==> config.mk <==
export PLATFORM = sky130hd
export DESIGN_NAME = vic_top
export DESIGN_NICKNAME = d
export VERILOG_FILES = /design/src/verilog/vic_pkg.sv /design/src/verilog/vic_prio_enc.sv /design/src/verilog/vic_top.sv
export VERILOG_INCLUDE_DIRS = /design/src /design/src/verilog
export SDC_FILE = /design/constraint.sdc
export NUM_CORES = 1
export LEC_CHECK = 0
export ABC_AREA = 1
export BUFFER_PORTS_ARGS = -buffer_cell sky130_fd_sc_hd__buf_2
export CORE_MARGIN = 2
export CORE_UTILIZATION = 60
export CTS_BUF_LIST = sky130_fd_sc_hd__clkbuf_16
export DETAILED_ROUTE_END_ITERATION = 10
export GPL_TIMING_DRIVEN = 0
export PLACE_DENSITY = 0.87
export REMOVE_ABC_BUFFERS = 1
export SYNTH_ARGS = -nofsm -noshare
export SYNTH_HDL_FRONTEND = slang
export SYNTH_SLANG_ARGS = --single-unit
==> constraint.sdc <==
create_clock -name clk -period 5.51 [get_ports clk]
set_clock_uncertainty 0.2 [all_clocks]
set_input_delay 0 -clock clk [delete_from_list [all_inputs] [get_ports clk]]
set_output_delay 0 -clock clk [all_outputs]
set_load 0.005 [all_outputs]
==> src/verilog/vic_regs.svh <==
// Register map, field positions, the auto-clear default and timing counts of the interrupt controller.
`ifndef VIC_REGS_SVH
`define VIC_REGS_SVH

`define VIC_OFS_MAIN_EN 8'h00
`define VIC_OFS_EXT_EN 8'h04
`define VIC_OFS_PRIO 8'h08
`define VIC_OFS_PEND 8'h0c
`define VIC_OFS_PEND_SET 8'h10
`define VIC_OFS_PEND_CLR 8'h14
`define VIC_OFS_STATUS 8'h18

`define VIC_GLOBAL_BIT 7
`define VIC_MAIN_SRC 7
`define VIC_NUM_SRC 18
`define VIC_AUTO_CLR_DEF 18'h1000f
`define VIC_ZERO32 32'h0000_0000

`define VIC_VEC_BASE 16'h0003
`define VIC_VEC_SHIFT 3

`define VIC_CALL_CYCLES 3'h4
`define VIC_CNT_ONE 3'h1

`define VIC_STAT_LOW_BIT 0
`define VIC_STAT_HIGH_BIT 1
`define VIC_STAT_CALL_BIT 2
`define VIC_STAT_IDX_LSB 8

`endif

==> src/verilog/vic_pkg.sv <==
// Types shared by the interrupt controller modules.
package vic_pkg;

	typedef enum logic [0:0]
	{
		VIC_IDLE = 1'b0,
		VIC_CALL = 1'b1
	} vic_state_e;

	typedef logic [15:0] vic_addr_t;

endpackage

==> src/verilog/vic_prio_enc.sv <==
// Fixed-order priority encoder: the lowest requesting index wins.
`timescale 1ns/1ns
module vic_prio_enc #(
	parameter int N = 18,
	parameter int IW = 5
)
(
	// Requests.
	input wire logic [N-1:0] req,
	// Winner.
	output logic valid,
	output logic [IW-1:0] idx
);

	always_comb
	begin
		valid = 1'b0;
		idx = '0;
		for (int i = N - 1; i >= 0; i--)
		begin
			if (req[i])
			begin
				valid = 1'b1;
				idx = IW'(i);
			end
		end
	end

endmodule // vic_prio_enc

==> src/verilog/vic_top.sv <==
// Vectored interrupt controller with APB registers and a core-side call interface.
`timescale 1ns/1ns
`include "vic_regs.svh"

module vic_top
	import vic_pkg::*;
#(
	parameter int NUM_SRC = `VIC_NUM_SRC,
	parameter int ADDR_W = 8,
	parameter logic [NUM_SRC-1:0] AUTO_CLR = `VIC_AUTO_CLR_DEF
)
(
	// Clock and reset.
	input wire logic clk,
	input wire logic nrst,
	// APB slave.
	input wire logic psel,
	input wire logic penable,
	input wire logic pwrite,
	input wire logic [ADDR_W-1:0] paddr,
	input wire logic [31:0] pwdata,
	output logic [31:0] prdata,
	output logic pready,
	output logic pslverr,
	// Peripheral sources.
	input wire logic [NUM_SRC-1:0] srcEvent,
	// Processor core.
	input wire logic insnDone,
	input wire logic insnSingle,
	input wire logic retiDone,
	output logic irqReq,
	output logic irqCall,
	output vic_addr_t irqVector
);

	localparam int IW = $clog2(NUM_SRC);
	localparam int EXT_W = NUM_SRC - `VIC_MAIN_SRC;

	// ----------------------------------------------------------------
	// Parameter check.
	// ----------------------------------------------------------------
	generate
		if (NUM_SRC <= `VIC_MAIN_SRC || NUM_SRC > 32 || ADDR_W < 8)
		begin : gBadParam
			$error("vic_top parameters out of range");
		end
	endgenerate

	function automatic vic_addr_t vecAddr(input logic [IW-1:0] idx);
		vecAddr = 16'(`VIC_VEC_BASE + (16'(idx) << `VIC_VEC_SHIFT));
	endfunction

	// ----------------------------------------------------------------
	// State.
	// ----------------------------------------------------------------
	logic [7:0] enMain_q;
	logic [EXT_W-1:0] enExt_q;
	logic [NUM_SRC-1:0] prio_q;
	logic [NUM_SRC-1:0] pend_q;
	logic [NUM_SRC-1:0] pend_d;
	logic [NUM_SRC-1:0] pendSeen_q;
	logic [NUM_SRC-1:0] enSnap_q;
	logic inLow_q;
	logic inHigh_q;
	vic_state_e state_q;
	logic [2:0] cnt_q;
	logic [IW-1:0] curIdx_q;
	logic curHigh_q;
	logic [31:0] prdata_q;
	logic pready_q;
	logic pslverr_q;
	logic irqReq_q;
	logic irqCall_q;
	vic_addr_t irqVector_q;

	// ----------------------------------------------------------------
	// APB decode.
	// ----------------------------------------------------------------
	wire apbSetup = psel & penable & ~pready_q;
	wire apbAcc = psel & penable & pready_q;
	wire apbWr = apbAcc & pwrite;
	wire [7:0] ofs = paddr[7:0];
	wire upperZero = (ADDR_W == 8) ? 1'b1 : (paddr >> 8) == '0;
	wire selMain = upperZero & (ofs == `VIC_OFS_MAIN_EN);
	wire selExt = upperZero & (ofs == `VIC_OFS_EXT_EN);
	wire selPrio = upperZero & (ofs == `VIC_OFS_PRIO);
	wire selPend = upperZero & (ofs == `VIC_OFS_PEND);
	wire selSet = upperZero & (ofs == `VIC_OFS_PEND_SET);
	wire selClr = upperZero & (ofs == `VIC_OFS_PEND_CLR);
	wire selStat = upperZero & (ofs == `VIC_OFS_STATUS);
	wire selAny = selMain | selExt | selPrio | selPend | selSet | selClr | selStat;

	wire [31:0] statWord = `VIC_ZERO32
		| (32'(inLow_q) << `VIC_STAT_LOW_BIT)
		| (32'(inHigh_q) << `VIC_STAT_HIGH_BIT)
		| (32'(state_q == VIC_CALL) << `VIC_STAT_CALL_BIT)
		| (32'(curIdx_q) << `VIC_STAT_IDX_LSB);

	logic [31:0] rdMux;
	always_comb
	begin
		if (selMain)
			rdMux = 32'(enMain_q);
		else if (selExt)
			rdMux = 32'(enExt_q);
		else if (selPrio)
			rdMux = 32'(prio_q);
		else if (selPend)
			rdMux = 32'(pend_q);
		else if (selStat)
			rdMux = statWord;
		else
			rdMux = `VIC_ZERO32;
	end

	// ----------------------------------------------------------------
	// Enables, priorities and pending flags.
	// ----------------------------------------------------------------
	wire [NUM_SRC-1:0] indEn = {enExt_q, enMain_q[`VIC_MAIN_SRC-1:0]};
	wire globEn = enMain_q[`VIC_GLOBAL_BIT];
	wire [NUM_SRC-1:0] effEn = indEn & {NUM_SRC{globEn}};
	wire [NUM_SRC-1:0] lateEn = enSnap_q & {NUM_SRC{insnSingle}};
	wire [NUM_SRC-1:0] useEn = effEn | lateEn;
	wire [NUM_SRC-1:0] cand = pendSeen_q & pend_q & useEn;
	wire [NUM_SRC-1:0] candHi = cand & prio_q;
	wire [NUM_SRC-1:0] candLo = cand & ~prio_q;

	wire hiValid;
	wire loValid;
	wire [IW-1:0] hiIdx;
	wire [IW-1:0] loIdx;

	vic_prio_enc #(
		.N(NUM_SRC),
		.IW(IW)
	) uEncHi (
		.req(candHi),
		.valid(hiValid),
		.idx(hiIdx)
	);

	vic_prio_enc #(
		.N(NUM_SRC),
		.IW(IW)
	) uEncLo (
		.req(candLo),
		.valid(loValid),
		.idx(loIdx)
	);

	// ----------------------------------------------------------------
	// Acceptance.
	// ----------------------------------------------------------------
	wire hiOk = hiValid & ~inHigh_q;
	wire loOk = loValid & ~inHigh_q & ~inLow_q;
	wire boundary = insnDone & ~retiDone & (state_q == VIC_IDLE);
	wire takeNow = boundary & (hiOk | loOk);
	wire takeHigh = hiOk;
	wire [IW-1:0] takeIdx = takeHigh ? hiIdx : loIdx;
	wire [NUM_SRC-1:0] takeOne = NUM_SRC'(1) << takeIdx;
	wire [NUM_SRC-1:0] autoClr = takeNow ? (takeOne & AUTO_CLR) : '0;
	wire [NUM_SRC-1:0] swSet = (apbWr & selSet) ? pwdata[NUM_SRC-1:0] : '0;
	wire [NUM_SRC-1:0] swClr = (apbWr & selClr) ? pwdata[NUM_SRC-1:0] : '0;
	wire callEnd = (state_q == VIC_CALL) & (cnt_q == `VIC_CNT_ONE);

	always_comb
	begin
		pend_d = (pend_q & ~(swClr | autoClr)) | srcEvent | swSet;
	end

	// ----------------------------------------------------------------
	// Registers.
	// ----------------------------------------------------------------
	always_ff @(posedge clk or negedge nrst)
	begin
		if (!nrst)
		begin
			enMain_q <= '0;
			enExt_q <= '0;
			prio_q <= '0;
		end
		else if (apbWr)
		begin
			if (selMain)
				enMain_q <= pwdata[7:0];
			if (selExt)
				enExt_q <= pwdata[EXT_W-1:0];
			if (selPrio)
				prio_q <= pwdata[NUM_SRC-1:0];
		end
	end

	always_ff @(posedge clk or negedge nrst)
	begin
		if (!nrst)
		begin
			pend_q <= '0;
			pendSeen_q <= '0;
			enSnap_q <= '0;
		end
		else
		begin
			pend_q <= pend_d;
			pendSeen_q <= pend_q;
			if (insnDone)
				enSnap_q <= effEn;
		end
	end

	always_ff @(posedge clk or negedge nrst)
	begin
		if (!nrst)
		begin
			inLow_q <= 1'b0;
			inHigh_q <= 1'b0;
		end
		else if (callEnd)
		begin
			if (curHigh_q)
				inHigh_q <= 1'b1;
			else
				inLow_q <= 1'b1;
		end
		else if (retiDone)
		begin
			if (inHigh_q)
				inHigh_q <= 1'b0;
			else
				inLow_q <= 1'b0;
		end
	end

	always_ff @(posedge clk or negedge nrst)
	begin
		if (!nrst)
		begin
			state_q <= VIC_IDLE;
			cnt_q <= '0;
			curIdx_q <= '0;
			curHigh_q <= 1'b0;
		end
		else
		begin
			case (state_q)
				VIC_IDLE:
				begin
					if (takeNow)
					begin
						state_q <= VIC_CALL;
						cnt_q <= `VIC_CALL_CYCLES;
						curIdx_q <= takeIdx;
						curHigh_q <= takeHigh;
					end
				end
				VIC_CALL:
				begin
					cnt_q <= cnt_q - `VIC_CNT_ONE;
					if (callEnd)
						state_q <= VIC_IDLE;
				end
				default:
					state_q <= VIC_IDLE;
			endcase
		end
	end

	always_ff @(posedge clk or negedge nrst)
	begin
		if (!nrst)
		begin
			irqReq_q <= 1'b0;
			irqCall_q <= 1'b0;
			irqVector_q <= '0;
		end
		else
		begin
			irqReq_q <= |(pend_q & effEn);
			if (takeNow)
			begin
				irqCall_q <= 1'b1;
				irqVector_q <= vecAddr(takeIdx);
			end
			else if (callEnd)
				irqCall_q <= 1'b0;
		end
	end

	always_ff @(posedge clk or negedge nrst)
	begin
		if (!nrst)
		begin
			prdata_q <= '0;
			pready_q <= 1'b0;
			pslverr_q <= 1'b0;
		end
		else
		begin
			pready_q <= apbSetup;
			if (apbSetup)
			begin
				prdata_q <= pwrite ? `VIC_ZERO32 : rdMux;
				pslverr_q <= ~selAny;
			end
			else
			begin
				prdata_q <= `VIC_ZERO32;
				pslverr_q <= 1'b0;
			end
		end
	end

	// ----------------------------------------------------------------
	// Outputs.
	// ----------------------------------------------------------------
	assign prdata = prdata_q;
	assign pready = pready_q;
	assign pslverr = pslverr_q;
	assign irqReq = irqReq_q;
	assign irqCall = irqCall_q;
	assign irqVector = irqVector_q;

endmodule // vic_top

==> out/metrics.csv, run 1 <==
metric;value;unit
clock network latency to the later pin of the worst-skew pair;0.43;ns
CP Capture Type;flip-flop;
Initial DRC Count;685;
worst vdd ir;0.148;mV
vias in the first global route;6227;
met1 usage;0.429;
dpl ws;2.22;ns
number of diodes;0;
Avg Cell Area, Syn;8.06;um2
yosys warns;0;
area added between synthesis and finish;25.7;%
1st-pass router iterations;8;
worst-path maximum fanout;28;
Die Area;0.0117;mm2
DPL Wire Length;11.4;mm
commonest non-fill, non-tap cells in the layout;227 x nand2_1, 131 x dfrtp_1, 101 x o21ai_0, 99 x inv_1, 79 x buf_2;
busiest grt layer;met2;
Final Hold Viols;18;
final hold slack;-0.0348;ns
via count;6446;
required time worst endpoint;5.62;ns
CTS max path bufs;2;
htree depth;4;
Synth cell types;39;
Port-buffer cells;80;
CTS Buf Count;17;
HP Class;in -> async;
filler instances;743;
total congestion overflow;0;
hold buffer count at CTS;71;
Die Ht;108;um
M3 GR Usage;0.0735;
post-CTS sizing;0;
Post-Syn Instances;810;
DR vias/cell;5.80;
DR WL/cell;17.1;um
Data arrival, critical path;4.18;ns
Routability Congestion;0.924;
fmax;0.245;GHz
I/O Pins;118;
Post-Layout Cell Count;1111;
sequential fraction of the synthesis area;0.502;
Core Box Area;0.0107;mm2
CTS Root Cell;clkbuf_16;
failing checks;hold timing;
commonest non-fill, non-tap cell in the layout;nand2_1;
Leakage;4.14;nW
post-place instance area;0.00693;mm2
Initial Util;0.608;
Post-Syn Area;0.00653;mm2
max_slew headroom;0.169;
placed insts;1008;
grt met2 use;0.571;
Final nets;1026;
critical path class;reg -> reg;
GRT Util Overall;0.340;
initial antenna violation count;0;
Seq. cell area;0.00328;mm2
pin count of the biggest net entering global routing;79;
PwrDens;269;mW/mm2
status;finished, violations left;
RSZ-0062 raised after global routing;no;
flops & latches, synth;131;
Slew Limit Fails;0;
max_cap viols;0;
row count;38;
fraction of layout cells with a size suffix above 1;0.156;
clock sink count;131;
Setup crit start kind;flip-flop;
Sum Neg Setup Slack;0;ns
Slew @ Worst Pin;1.25;ns
fin worst setup slack;1.44;ns
Worst-path clk slew;0.06;ns
post-route cell area;0.00821;mm2
period utilization;0.739;
footprint of the multi-input gates;0.00265;mm2
post-route ant nets;0;
Final min period;4.07;ns
Die X-Extent;108;um
Post-CTS Setup Repair Bufs;0;
DRT Wirelength;19.0;mm
first-pass GRT wire length;30.3;mm
DRC viols;0;
final setup violation count;0;
CTS tree;yes;
## logic make-up (layout without fill, tap and decap cells)
kind of cell	count (synthesis)	after routing	synth area share
compound gates	198	198	0.172
flops	131	131	0.502
buf+inv	149	288	0.105
other cells	1	23	0.000574
fa+ha+maj	2	2	0.00383
simple gates	329	329	0.217
## sequential cells by signal, indices dropped and copies added (netlist names)
signal      cells
pendSeen_q     18
inHigh_q        1
irqCall         1
cnt_q           3
pend_q         18
enExt_q        11
state_q         1
enSnap_q       18
prio_q         18
enMain_q        8
prdata         18
inLow_q         1
irqReq          1
irqVector       6
pready          1
curIdx_q        5
pslverr         1
curHigh_q       1
## where the power goes
group	total, W	internal [W]	switching, W
registers	0.000975	0.000971	0.00000485
logic	0.000128	0.0000541	0.0000738
clock network	0.00110	0.000659	0.000443
## layout make-up
class                   count  area share
multi-input cells         552       0.323
inverters                 104      0.0476
repair buffers            152       0.140
clock inverters            15      0.0175
clock buffers              17      0.0518
flip-flops and latches    131       0.400
well taps                 140      0.0213
## critical path, cell delays in order, from the launching register on
cell and delay (ns):
dfrtp_1 1.17, nand2_1 0.26, a21oi_1 0.30, nand2_1 0.12
nand2_1 0.12, nor2_2 0.06, nand2_2 0.06, nor2_1 0.04
nand2_1 0.10, nand2_2 0.08, inv_2 0.11, nand2_2 0.08
nand2_4 0.16, nand2_2 0.09, inv_2 0.08, nand2_1 0.06
nor2_2 0.10, nand2_1 0.08, nand2_1 0.06, nand2_1 0.06
dlygate4sd3_1 0.56
## synth_stat cells (all sizes together)
library cell | count | share of area
a2111oi | 1 | 0.0013
a211oi | 5 | 0.0057
a21oi | 42 | 0.035
a22oi | 1 | 0.0012
a31oi | 4 | 0.0038
a32o | 1 | 0.0015
buf | 31 | 0.037
clkbuf | 14 | 0.0080
clkinv | 1 | 0.00057
conb | 1 | 0.00057
dfrtp | 131 | 0.50
ha | 2 | 0.0038
inv | 103 | 0.059
nand2 | 246 | 0.15
nand3 | 25 | 0.019
nand4 | 8 | 0.0077
nor2 | 37 | 0.023
nor3 | 7 | 0.0077
nor4 | 3 | 0.0061
o2111ai | 1 | 0.0013
o211ai | 19 | 0.022
o21ai | 104 | 0.080
o21bai | 5 | 0.0057
o22ai | 14 | 0.013
o31ai | 1 | 0.0012
or2 | 3 | 0.0033
## path summary, 6_finish.rpt
check                            startpoint             to  slack [ns]  cells after the start
min in group clk                   paddr[5]      prdata[8]        0.06                      6
worst max register to register  enMain_q[7]      pend_q[1]        1.44                     20
worst min-delay path                   nrst     prdata[16]       -0.03                      2
max in group asynchronous              nrst     enExt_q[0]        4.43                      3
worst max-delay path            enMain_q[7]      pend_q[1]        1.44                     20
worst min register to register    pend_q[2]  pendSeen_q[2]        0.21                      0
## metal layers
| layer | share of wire | vias up |
|---|---|---|
| li1 | - | 2896 |
| met1 | 0.38 | 3016 |
| met2 | 0.49 | 434 |
| met3 | 0.088 | 100 |
| met4 | 0.044 | 0 |
| met5 | 0 | - |
## metrics by stage
step / total power (W) / hold WS (ns) / util
after global placement: 0.00108 / 0.0167 / 0.641
after detailed placement: 0.00109 / -0.125 / 0.645
after floorplan: 0.00103 / -0.496 / -
after global routing: 0.00226 / 0.0533 / 0.764
final: 0.00221 / -0.0348 / 0.764
after CTS: 0.00219 / 0.0179 / 0.764
(Power assumes the default switching activity.)
==> inputs of run 2 (changes only) <==
Settings changed: ABC_AREA 1 to 0, CORE_UTILIZATION 60 to 56, PLACE_DENSITY 0.87 to 0.82.
Clock period 5.51 ns to 4.25 ns, I/O delays scaled along.
==> run 2 against run 1 <==
Compared with the run above: the run now ends clean; register-to-register slack worse by 1.2 ns; maximum frequency is 1.8% higher; setup slack worse by 1.2 ns; sequential share of layout area is 0.39 points lower; die area is 7.7% higher; critical path type unchanged; critical endpoint is now pend_q[2]; highest routed layer unchanged.
==> out/metrics.csv, run 2 <==
metric;value;unit;change
pin count of the biggest net entering global routing;82;;+3.8%
Die X-Extent;112;um;+3.8%
filler instances;770;;+3.6%
Sum Neg Setup Slack;0;ns;unchanged
Avg Cell Area, Syn;10.5;um2;+30%
DR WL/cell;20.4;um;+20%
ys async rst share;1.00;;unchanged
fmax;0.250;GHz;+1.8%
Worst Path Buf+Inv;1;;-2
Leakage;3.67;nW;-11%
DRT Wirelength;19.0;mm;about the same
Die Ht;112;um;+3.8%
htree depth;4;;unchanged
Post-CTS Setup Repair Bufs;0;;unchanged
initial antenna violation count;0;;unchanged
total congestion overflow;0;;unchanged
RSZ-0062 raised after global routing;no;;
worst-path maximum fanout;39;;+39%
CTS max path bufs;2;;unchanged
Post-Syn Area;0.00658;mm2;+0.80%
total power;0.00292;W;+32%
I/O Pins;118;;unchanged
Post-Syn Instances;628;;-22%
most used cell, CP;nor3b_2;;
top-count cell post-synth;dfrtp_1;;
Die Area;0.0126;mm2;+7.7%
Final Hold Viols;0;;-18
max_cap viols;0;;unchanged
Synth cell types;72;;+85%
worst vdd ir;0.423;mV;+190%
number of synthesized flops with an enable pin;0;;unchanged
CTS Buf Count;17;;unchanged
Slew @ Worst Pin;1.39;ns;+0.143 ns
DRC viols;0;;unchanged
Final nets;840;;-18%
commonest non-fill, non-tap cell in the layout;dfrtp_1;;
Initial Util;0.574;;-0.0337
fraction of layout cells with a size suffix above 1;0.248;;+0.0929
Worst-path clk slew;0.06;ns;about the same
max incr delay on CP;0.69;ns;-0.48 ns
Port-buffer cells;80;;unchanged
post-route ant nets;0;;unchanged
CTS Root Cell;clkbuf_16;;
Yosys top cell by area;dfrtp_1;;
DPL Wire Length;12.3;mm;+8.3%
Setup crit start kind;flip-flop;;
commonest non-fill, non-tap cells in the layout;130 x dfrtp_1, 79 x buf_2, 69 x dlygate4sd3_1, 67 x nand2_1, 44 x nor2_1;;
row count;39;;+2.6%
Slew Limit Fails;0;;unchanged
period utilization;0.941;;+0.202
CTS tree;yes;;
DR vias/cell;6.19;;+6.7%
HP Class;in -> reg;;
Final min period;4.00;ns;-0.0737 ns
critical path's top delay family;simple AND/OR/NAND/NOR gates;;
Initial DRC Count;504;;-26%
max_slew headroom;0.0661;;-0.102
top cells by count, synth;131 x dfrtp_1, 67 x nand2_1, 45 x nor2_1, 33 x mux2_2, 31 x nand3_1;;
GRT Util Overall;0.315;;-0.0249
final setup violation count;0;;unchanged
first-pass GRT wire length;30.5;mm;+0.78%
clock sink count;131;;unchanged
Slowest cell on crit path;dfrtp_4;;
1st-pass router iterations;5;;-3
status;completed;;
clock network latency to the later pin of the worst-skew pair;0.42;ns;about the same
cell chain of the critical path;a22oi_2 -> nor3b_2 -> nor4_2 -> a41o_1 -> nand2_1 -> or3_1 -> o22ai_2 -> nor3b_2 -> o21ai_1 -> dlygate4sd3_1;;
CP Capture Type;flip-flop;;
Data arrival, critical path;4.10;ns;-0.08 ns
Core Box Area;0.0115;mm2;+6.7%
flops & latches, synth;131;;unchanged
sequential fraction of the synthesis area;0.498;;-0.00401
required time worst endpoint;4.35;ns;-1.27 ns
top cell type's share of synthesized area;0.498;;-0.00401
via count;5743;;-11%
yosys warns;0;;unchanged
critical path class;reg -> reg;;
dominant synthesized flop cell;dfrtp_1;;
PwrDens;352;mW/mm2;+31%
area added between synthesis and finish;26.0;%;
Final Util;0.724;;-0.0401
vias in the first global route;5815;;-6.6%
Routability Congestion;0.945;;+2.3%
number of diodes;0;;unchanged
synth top area cells;dfrtp_1 50%, mux2_2 5.6%, nand2_1 3.8%;;
==> run 2: cell count changes after synthesis, sizes merged, moves of 10 or more <==
cell / delta
o21ai: -71
o211ai: -17
nand2: -179
a21oi: -21
a22oi: +39
nor3b: +13
a211o: +15
nor3: +12
o22ai: -11
inv: -78
nor2: +10
mux2: +37
or3: +10
==> run 2: repair_timing <==
| action | CTS | global route |
|---|---|---|
| hold buffers | 70 | 0 |
| resized for setup | 0 | 1 |
| setup endpoints to repair | 0 | 4 |
| endpoints found under the hold margin | 214 | 0 |
==> run 2: final cells by class <==
cell class	count	area, um2	share of cell area
clock buffer	17	425	0.0513
clock inverter	15	148	0.0178
inverter	25	93.8	0.0113
multi-input combinational	443	2990	0.360
sequential	131	3280	0.396
tap	143	179	0.0216
timing repair buffer	154	1180	0.143
==> run 2: final timing paths <==
kind | cells after the start | end | from | slack (ns)
worst min-delay path | 6 | prdata[9] | paddr[7] | 0.05
max in group asynchronous | 4 | prdata[16] | nrst | 3.00
worst min register to register | 1 | inLow_q | curHigh_q | 0.25
worst max-delay path | 10 | pend_q[2] | enMain_q[7] | 0.25
min in group asynchronous | 4 | pendSeen_q[4] | nrst | 0.46
worst max register to register | 10 | pend_q[2] | enMain_q[7] | 0.25
==> run 2: per-stage QoR <==
stage          instance area (um2)  hold WS (ns)  std cells  worst slack (ns)
2_1_floorplan                 6340        -0.496        599             0.839
3_3_place_gp                  6920       -0.0156        822             0.229
3_5_place_dp                  7000        -0.228        826             0.699
4_1_cts                       8290        0.0264        928             0.147
5_1_grt                       8300        0.0649        928            0.0674
6_report                      8300        0.0545        928             0.250
==> run 2: where the power goes <==
part | internal [W] | total [W] | switching [W]
Clock | 0.000904 | 0.00144 | 0.000540
Combinational | 0.0000869 | 0.000194 | 0.000107
Sequential | 0.00127 | 0.00129 | 0.0000184
==> run 2: worst register-to-register path: cells and delay by family (launching register included) <==
kind,cells,cell delay (ns)
buf+inv,1,0.57
compound gates,4,1.04
simple gates,5,1.37
flops,1,0.69
==> run 2: layer usage <==
layer  vias to the layer above  share of wire  track usage
li1                       2543              -            -
met2                       306           0.50        0.534
met4                         0          0.032        0.128
met3                        58          0.069       0.0702
met1                      2836           0.40        0.394
met5                         -              0            0
==> run 2: kinds of logic (layout without fill, tap and decap cells) <==
group / count (synthesis) / count (layout) / synth area share
multiplexers: 38 / 38 / 0.0648
buffers and inverters: 76 / 211 / 0.0633
AO/OA/AOI/OAI: 156 / 156 / 0.186
flip-flops: 131 / 131 / 0.498
AND/OR/NAND/NOR: 223 / 223 / 0.182
adder cells (fa/ha/maj): 2 / 2 / 0.00380
other: 1 / 23 / 0.000570
XOR/XNOR: 1 / 1 / 0.00133
